**config.mk**
```make
export PLATFORM = sky130hd
export DESIGN_NAME = correctable_error_status
export DESIGN_NICKNAME = d
export VERILOG_FILES = /design/src/ces_pkg.sv /design/src/correctable_error_status.sv /design/src/axil_port.sv
export SDC_FILE = /design/constraint.sdc
export NUM_CORES = 1
export LEC_CHECK = 0
export BUFFER_PORTS_ARGS = -buffer_cell sky130_fd_sc_hd__buf_2
export CAP_MARGIN = 0
export CORE_ASPECT_RATIO = 1.2
export CORE_UTILIZATION = 40
export DETAILED_ROUTE_END_ITERATION = 10
export PLACE_DENSITY = 0.73
export SLEW_MARGIN = 20
export SYNTH_ARGS = -nofsm -noshare
export SYNTH_HDL_FRONTEND = slang
export SYNTH_HIERARCHICAL = 1
export SYNTH_SLANG_ARGS = --single-unit
```
**constraint.sdc**
```tcl
create_clock -name aclk -period 5.3 [get_ports aclk]
set_input_delay 0.795 -clock aclk [delete_from_list [all_inputs] [get_ports aclk]]
set_output_delay 0.795 -clock aclk [all_outputs]
set_load 0.005 [all_outputs]
```
**src/ces_pkg.sv**
```systemverilog
package ces_pkg;


// ==========================================================
// register map
localparam int ADDR_W = 12;
localparam logic [ADDR_W-1:0] STATUS_ADDR = 12'h110;
localparam logic [ADDR_W-1:0] MASK_ADDR = 12'h114;
localparam logic [ADDR_W-1:0] IRQ_STATUS_ADDR = 12'h120;
localparam logic [ADDR_W-1:0] IRQ_ENABLE_ADDR = 12'h124;
localparam logic [ADDR_W-1:0] IRQ_CLEAR_ADDR = 12'h128;

// ==========================================================
// field positions and reset values
localparam int RCV_BIT = 0;
localparam int BAD_PKT_BIT = 6;
localparam int BAD_LINK_BIT = 7;
localparam int ROLLOVER_BIT = 8;
localparam int REPLAY_TO_BIT = 12;
localparam int ADVISORY_BIT = 13;
localparam int INTERNAL_BIT = 14;
localparam int HLO_BIT = 15;
localparam logic [31:0] DEFINED_BITS = 32'h0000_f1c1;
localparam logic [31:0] STATUS_RESET = 32'h0000_0000;
localparam logic [31:0] MASK_RESET = 32'h0000_e000;
localparam logic [31:0] IRQ_ENABLE_RESET = 32'h0000_0000;
localparam logic [1:0] RESP_OKAY = 2'h0;
localparam logic [1:0] RESP_SLVERR = 2'h2;

// ==========================================================
// carriers
typedef struct packed {
  logic receiver_error;
  logic bad_packet;
  logic bad_link_packet;
  logic replay_rollover;
  logic replay_timeout;
  logic advisory_nonfatal;
  logic correctable_internal;
  logic header_log_request;
} err_events_t;

typedef struct packed {
  logic [31:0] uncorrectable_error_status;
  logic [4:0] first_error_pointer;
} first_error_t;

typedef struct packed {
  logic en;
  logic [ADDR_W-1:0] addr;
  logic [31:0] data;
  logic [3:0] strb;
} reg_write_t;

// ==========================================================
// helpers
function automatic logic reg_mapped(input logic [ADDR_W-1:0] addr);
  reg_mapped = (addr == STATUS_ADDR) || (addr == MASK_ADDR) || (addr == IRQ_STATUS_ADDR) ||
               (addr == IRQ_ENABLE_ADDR) || (addr == IRQ_CLEAR_ADDR);
endfunction : reg_mapped

function automatic logic [31:0] lane_mask(input logic [3:0] strb);
  lane_mask = {{8{strb[3]}}, {8{strb[2]}}, {8{strb[1]}}, {8{strb[0]}}};
endfunction : lane_mask

function automatic logic [31:0] merge_write(input logic [31:0] old, input logic [31:0] data,
                                            input logic [3:0] strb);
  merge_write = ((old & ~lane_mask(strb)) | (data & lane_mask(strb))) & DEFINED_BITS;
endfunction : merge_write

endpackage : ces_pkg

```
**src/correctable_error_status.sv**
```systemverilog
`timescale 1ns/1ps
module correctable_error_status
  import ces_pkg::*;
(
  // clock and reset
  input wire logic aclk,
  input wire logic aresetn,

  // axi4-lite write address
  input wire logic awvalid,
  output logic awready,
  input wire logic [ADDR_W-1:0] awaddr,

  // axi4-lite write data
  input wire logic wvalid,
  output logic wready,
  input wire logic [31:0] wdata,
  input wire logic [3:0] wstrb,

  // axi4-lite write response
  output logic bvalid,
  input wire logic bready,
  output logic [1:0] bresp,

  // axi4-lite read address
  input wire logic arvalid,
  output logic arready,
  input wire logic [ADDR_W-1:0] araddr,

  // axi4-lite read data
  output logic rvalid,
  input wire logic rready,
  output logic [31:0] rdata,
  output logic [1:0] rresp,

  // error events from the link layers
  input wire err_events_t err_events,

  // uncorrectable side state
  input wire first_error_t first_error,

  // reporting
  output logic header_log_store,
  output logic error_report,
  output logic irq
);

  // ==========================================================
  // state

  typedef struct packed {
    logic [31:0] status;
    logic [31:0] mask;
    logic [31:0] irq_status;
    logic [31:0] irq_enable;
    logic header_log_store;
    logic error_report;
    logic irq;
  } ces_state_t;

  localparam ces_state_t CES_RESET = '{
    status: STATUS_RESET,
    mask: MASK_RESET,
    irq_status: STATUS_RESET,
    irq_enable: IRQ_ENABLE_RESET,
    default: '0
  };

  ces_state_t s;
  ces_state_t next_s;

  reg_write_t wr;
  logic [31:0] rd_data;
  logic [31:0] ev;
  logic fep_valid;
  logic log_overflow;
  logic [31:0] status_clr;
  logic [31:0] irq_clr;

  // ==========================================================
  // bus front end

  axil_port u_port (
    .aclk(aclk),
    .aresetn(aresetn),
    .awvalid(awvalid),
    .awready(awready),
    .awaddr(awaddr),
    .wvalid(wvalid),
    .wready(wready),
    .wdata(wdata),
    .wstrb(wstrb),
    .bvalid(bvalid),
    .bready(bready),
    .bresp(bresp),
    .arvalid(arvalid),
    .arready(arready),
    .araddr(araddr),
    .rvalid(rvalid),
    .rready(rready),
    .rdata(rdata),
    .rresp(rresp),
    .rd_data(rd_data),
    .wr(wr)
  );

  // ==========================================================
  // event decode

  always_comb
  begin
    // a pointer to a bit that software already cleared no longer blocks the log
    fep_valid = first_error.uncorrectable_error_status[first_error.first_error_pointer];
    log_overflow = err_events.header_log_request && fep_valid;
    ev = '0;
    ev[RCV_BIT] = err_events.receiver_error;
    ev[BAD_PKT_BIT] = err_events.bad_packet;
    ev[BAD_LINK_BIT] = err_events.bad_link_packet;
    ev[ROLLOVER_BIT] = err_events.replay_rollover;
    ev[REPLAY_TO_BIT] = err_events.replay_timeout;
    ev[ADVISORY_BIT] = err_events.advisory_nonfatal;
    ev[INTERNAL_BIT] = err_events.correctable_internal;
    ev[HLO_BIT] = log_overflow;
  end

  // ==========================================================
  // register update

  always_comb
  begin
    next_s = s;
    // clears follow the byte lanes, so a narrow write leaves the other lanes alone
    status_clr = '0;
    irq_clr = '0;
    if (wr.en && (wr.addr == STATUS_ADDR))
      status_clr = wr.data & lane_mask(wr.strb);
    if (wr.en && (wr.addr == IRQ_CLEAR_ADDR))
      irq_clr = wr.data & lane_mask(wr.strb);
    if (wr.en && (wr.addr == MASK_ADDR))
      next_s.mask = merge_write(s.mask, wr.data, wr.strb);
    if (wr.en && (wr.addr == IRQ_ENABLE_ADDR))
      next_s.irq_enable = merge_write(s.irq_enable, wr.data, wr.strb);
    // an event in the clearing cycle wins, so no error is lost
    next_s.status = ((s.status & ~status_clr) | ev) & DEFINED_BITS;
    next_s.irq_status = ((s.irq_status & ~irq_clr) | ev) & DEFINED_BITS;
    // the mask only gates the report, the status above ignores it
    next_s.error_report = |(ev & ~s.mask);
    next_s.header_log_store = err_events.header_log_request && !fep_valid;
    next_s.irq = |(next_s.irq_status & next_s.irq_enable);
  end

  // only the fundamental reset clears the sticky bits; no other reset reaches them
  always_ff @(posedge aclk)
  begin
    if (!aresetn)
      s <= CES_RESET;
    else
      s <= next_s;
  end

  // ==========================================================
  // read mux
  // follows araddr directly; the port captures it only on the accepting edge

  always_comb
  begin
    case (araddr)
      STATUS_ADDR: rd_data = s.status;
      MASK_ADDR: rd_data = s.mask;
      IRQ_STATUS_ADDR: rd_data = s.irq_status;
      IRQ_ENABLE_ADDR: rd_data = s.irq_enable;
      default: rd_data = '0;
    endcase
  end

  assign header_log_store = s.header_log_store;
  assign error_report = s.error_report;
  assign irq = s.irq;
endmodule : correctable_error_status

```
**src/axil_port.sv**
```systemverilog
`timescale 1ns/1ps
module axil_port
  import ces_pkg::*;
(
  // clock and reset
  input wire logic aclk,
  input wire logic aresetn,
  // write channels
  input wire logic awvalid,
  output logic awready,
  input wire logic [ADDR_W-1:0] awaddr,
  input wire logic wvalid,
  output logic wready,
  input wire logic [31:0] wdata,
  input wire logic [3:0] wstrb,
  output logic bvalid,
  input wire logic bready,
  output logic [1:0] bresp,
  // read channels
  input wire logic arvalid,
  output logic arready,
  input wire logic [ADDR_W-1:0] araddr,
  output logic rvalid,
  input wire logic rready,
  output logic [31:0] rdata,
  output logic [1:0] rresp,
  // register side
  input wire logic [31:0] rd_data,
  output reg_write_t wr
);

  typedef struct packed {
    logic awready;
    logic wready;
    logic aw_full;
    logic w_full;
    logic [ADDR_W-1:0] awaddr;
    logic [31:0] wdata;
    logic [3:0] wstrb;
    logic bvalid;
    logic [1:0] bresp;
    logic arready;
    logic rvalid;
    logic [31:0] rdata;
    logic [1:0] rresp;
  } port_state_t;

  localparam port_state_t PORT_RESET = '{awready: 1'b1, wready: 1'b1, arready: 1'b1, default: '0};

  port_state_t s;
  port_state_t next_s;

  // ==========================================================
  // handshakes
  always_comb
  begin
    next_s = s;
    wr = '0;
    if (s.bvalid && bready)
      next_s.bvalid = 1'b0;
    if (s.rvalid && rready)
    begin
      next_s.rvalid = 1'b0;
      next_s.arready = 1'b1;
    end
    if (awvalid && s.awready)
    begin
      next_s.aw_full = 1'b1;
      next_s.awaddr = awaddr;
    end
    if (wvalid && s.wready)
    begin
      next_s.w_full = 1'b1;
      next_s.wdata = wdata;
      next_s.wstrb = wstrb;
    end
    // a write is applied only once its previous response has been taken
    if (s.aw_full && s.w_full && !s.bvalid)
    begin
      wr.en = 1'b1;
      wr.addr = s.awaddr;
      wr.data = s.wdata;
      wr.strb = s.wstrb;
      next_s.aw_full = 1'b0;
      next_s.w_full = 1'b0;
      next_s.bvalid = 1'b1;
      next_s.bresp = reg_mapped(s.awaddr) ? RESP_OKAY : RESP_SLVERR;
    end
    next_s.awready = !next_s.aw_full;
    next_s.wready = !next_s.w_full;
    if (arvalid && s.arready)
    begin
      next_s.arready = 1'b0;
      next_s.rvalid = 1'b1;
      next_s.rdata = rd_data;
      next_s.rresp = reg_mapped(araddr) ? RESP_OKAY : RESP_SLVERR;
    end
  end

  always_ff @(posedge aclk)
  begin
    if (!aresetn)
      s <= PORT_RESET;
    else
      s <= next_s;
  end

  assign awready = s.awready;
  assign wready = s.wready;
  assign bvalid = s.bvalid;
  assign bresp = s.bresp;
  assign arready = s.arready;
  assign rvalid = s.rvalid;
  assign rdata = s.rdata;
  assign rresp = s.rresp;

endmodule : axil_port

```
## Yosys cells after proc, flatten, opt, wreduce, memory -nomap -nowiden

Cells that the tools add are included.

| storage, ports and cells | value |
|---|---|
| output and inout port bits | 44 |
| ROM bits | 0 |
| bits in latches | 0 |
| bits in writable memories | 0 |
| bits in registers | 150 |
| memories kept | 0 |
| input bits | 112 |

| cells by class | value |
|---|---|
| shift operators | 0 |
| reduce and logical (&&, ||, !) cells | 29 |
| bitwise logic cells | 15 |
| $mul | 0 |
| mux-type cells | 16 |
| equal/unequal tests | 14 |
| div/mod/pow operators | 0 |
| order comparisons | 1 |
| add/sub/neg operators | 0 |

Operator list:

| kind | count |
|---|---|
| == test 12 x 9 -> 1 bit, second input constant | 14 |
| one-hot mux 32 bit (4 select lines) | 1 |
| AND 16 bit | 5 |
| AND 16 x 32 -> 32 bit | 2 |
| OR 16 bit | 4 |
| OR reduction 32 bit | 2 |
| two-way mux 49 bit | 1 |
| inverter 16 bit | 3 |
| two-way mux 36 bit | 1 |
| two-way mux 16 bit | 2 |
| two-way mux 32 bit | 1 |
| inverter 16 -> 32 bit | 1 |
| logical AND 1 bit | 13 |
| logical OR 1 bit | 8 |
| two-way mux 2 bit | 4 |
| less-than comparator 5 x 6 -> 1 bit, second input constant | 1 |
| binary-select mux 1 bit (select 5 bit) | 1 |
| logical NOT 1 bit | 4 |
| two-way mux 1 bit | 4 |
| nonzero test 2 bit | 2 |
| two-way mux 3 bit | 1 |

## Depth between registers and ports, before layout

| logic depth | value |
|---|---|
| depth in word-level cells | 11 |
| depth in mapped cells | 11 |
| gate-level depth less buffers | 10 |

## By module

Netlist, hierarchy kept.

By module, submodules not included:

| module | cells an instance | area an instance (um2) | times used |
|---|---|---|---|
| axil_port | 480 | 3906.2 | 1 |
| correctable_error_status | 226 | 1993.2 | 1 |

## Worst setup path after synthesis

No wires, ideal clock.

| timing | value |
|---|---|
| kind | reg2reg |
| start point | register u_port.s, in the netlist u_port/bvalid |
| end point | register s, in the netlist irq |
| arrival | 2.447 ns |
| buffers on the path | 1 |
| clock period less this slack | 2.564 ns |
| setup slack | 2.736 ns |
| cell stages (with the launch flop) | 12 |
| library setup time | 0.117 ns |
| data required time | 5.183 ns |
| cells stage by stage | dfxtp_1 -> nand3b_1 -> inv_2 -> clkbuf_1 -> and2_1 -> nor4b_4 -> and4_4 -> nand2_2 -> mux2_4 -> a222oi_1 -> nand3_1 -> a22o_1 |

RTL lines:

| what | line | text |
|---|---|---|
| from (decl) | axil_port.sv:50 | `port_state_t s;` |
| from (signal assigned) | axil_port.sv:105 | `s <= next_s;` |
| to (signal assigned) | correctable_error_status.sv:158 | `s <= next_s;` |
| to (decl) | correctable_error_status.sv:69 | `ces_state_t s;` |

==> results.txt <==
Starting DRC count in detailed routing: 178
GPL Wtd Cong: 0.8835
Setup violations, final: 0
Worst path bufs/invs: 1
Setup crit end kind: flip-flop
Number of max-cap violations: 0
Grt ovf: 0
Die height: 122.2 um
CTS root buf: clkbuf_16
CTS resizes: 0
Mapped Area: 4813 um2
Most frequent cells in the layout: nand2_1, buf_2, dfxtp_1
Residual DRC count: 0
Yosys warns: 6
Crit path max-delay family: simple AND/OR/NAND/NOR gates
Tot GR Track Use: 18.75%
Synthesized netlist cell count: 573
Clock Latency Late Sink: 340 ps
Die width: 102.1 um
Outcome: completed
Drt pass-1 iters: 4
Slowest cell on crit path: a222oi_1
Critical path launch point type: flip-flop
Initial Util: 41.42%
DPL Wire Length: 8239 um
Layout Nets: 778
P per Cell Area: 297.4 nW/um2
Synthesis-to-layout area growth: 17.39%
DIE AREA: 12480 um2
TritonCTS Sinks: 98
Fill cell count: 1148
CTS tree: built
Minimum clock period: 2904 ps
Setup TNS: 0 ps
Leakage: 2.547 nW
Reg area: 1962 um2
Share of post-route cells with drive strength above 1: 25.63%
Largest net degree at the start of global routing: 73
First-pass GRT wire length: 18170 um
Avg Inst Size Synth: 8.400 um2
Clock slew at reported path FFs: 70 ps
Routed wire length: 11190 um
Final hold viol count: 0
Ant diodes: 0
HP Class: reg -> reg
Via count: 4045
Rows: 43
Max Slew Vio Count: 0
Critical-path cell list: nand3b_1, inv_2, and2_1, nor4bb_1, and4_4, nand2_4, mux2_4, a222oi_1, nand3_1, a22o_1
Worst-path maximum fanout: 24
Vias in the first global route: 3958
Fmax: 344.3 MHz
CTS max path bufs: 2
Design Power: 1.680 mW
Post-route ant nets: 0
IO buf count: 127
Worst Tran Pin Value: 737.4 ps
Unrepaired setup endpoints after global routing: false
Setup CP Type: reg -> reg
Max H-tree Level: 3
Setup bufs post-CTS: 0
Commonest non-fill, non-tap cell in the layout: nand2_1
Wire per inst: 13.52 um
Slew headroom: 50.66%
Critical path data arrival time: 3140 ps
Multi-input logic area: 2469 um2
CTS Hold Bufs: 0
Maximum vdd drop: 0.1476 mV
Worst clock skew: 5.826 ps
Initial antenna violation count: 0
Fin crit share: 54.80%
Critical Path Max Stage Delay: 380 ps
Data required, critical path: 5530 ps
Total CTS buffers: 9
Top-level port count: 156
Drt via density: 4.885
Core area: 11620 um2
==> per-stage QoR <==
| step | cells | util [%] | worst slack [ps] | cell area (um2) | hold slack, ps |
|---|---|---|---|---|---|
| global placement | 812 | 45.78 | 2452 | 5320 | 436.7 |
| finish | 828 | 48.62 | 2396 | 5650 | 448.9 |
| CTS | 828 | 48.60 | 2399 | 5648 | 452.0 |
| floorplan | 597 | - | 2794 | 4903 | 430.5 |
| global route | 828 | 48.62 | 2182 | 5650 | 470.9 |
| detailed placement | 812 | 45.78 | 2414 | 5320 | 442.8 |
==> path summary, 6_finish.rpt <==
check | endpoint | depth (start not counted) | startpoint | slack [ps]
hold / removal | u_port/rdata[10] | 2 | u_port/rdata[10] | 450
setup / recovery | irq | 10 | u_port/bvalid | 2400
hold reg to reg | u_port/rdata[10] | 2 | u_port/rdata[10] | 450
setup reg to reg | irq | 10 | u_port/bvalid | 2400
==> report_power, final <==
group | switching, mW | internal [mW] | total (mW) | leakage, nW
logic | 0.0934 | 0.0843 | 0.178 | 1.59
registers | 0.0204 | 0.774 | 0.795 | 0.805
clock network | 0.281 | 0.427 | 0.708 | 0.155
==> layer usage <==
metal  up-vias  global-route usage (%)  part of all wire, %  routed length [um]
met5         -                       0                    0                   0
met4         0                   7.143                  2.3                 257
met3        19                   4.360                  3.8                 421
met2        81                   31.96                   49                5534
met1      1889                   22.67                   44                4979
li1       2056                       -                    -                   -
==> cell type report <==
| class | count | area share, % |
|---|---|---|
| Clock buffer | 10 | 4.229 |
| Clock inverter | 6 | 1.572 |
| Inverter | 12 | 0.7972 |
| Multi-Input combinational cell | 416 | 43.69 |
| Sequential cell | 98 | 34.72 |
| Tap cell | 157 | 3.477 |
| Timing Repair Buffer | 129 | 11.51 |
==> state kept, by name (all words and copies together) (netlist names), named ones only <==
register,flops
u_port/rvalid,1
irq,1
u_port/rresp,1
u_port/bvalid,1
u_port/arready,1
header_log_store,1
u_port/rdata,32
s,24
u_port/bresp,1
u_port/awready,1
error_report,1
u_port/wready,1
u_port/s,24
==> tightest hold or removal path: stages, from the launching register on <==
cell and delay (ps):
dfxtp_1 310, nand2_1 50, a21boi_1 50
No activity file was read; power rests on OpenSTA's default activity.
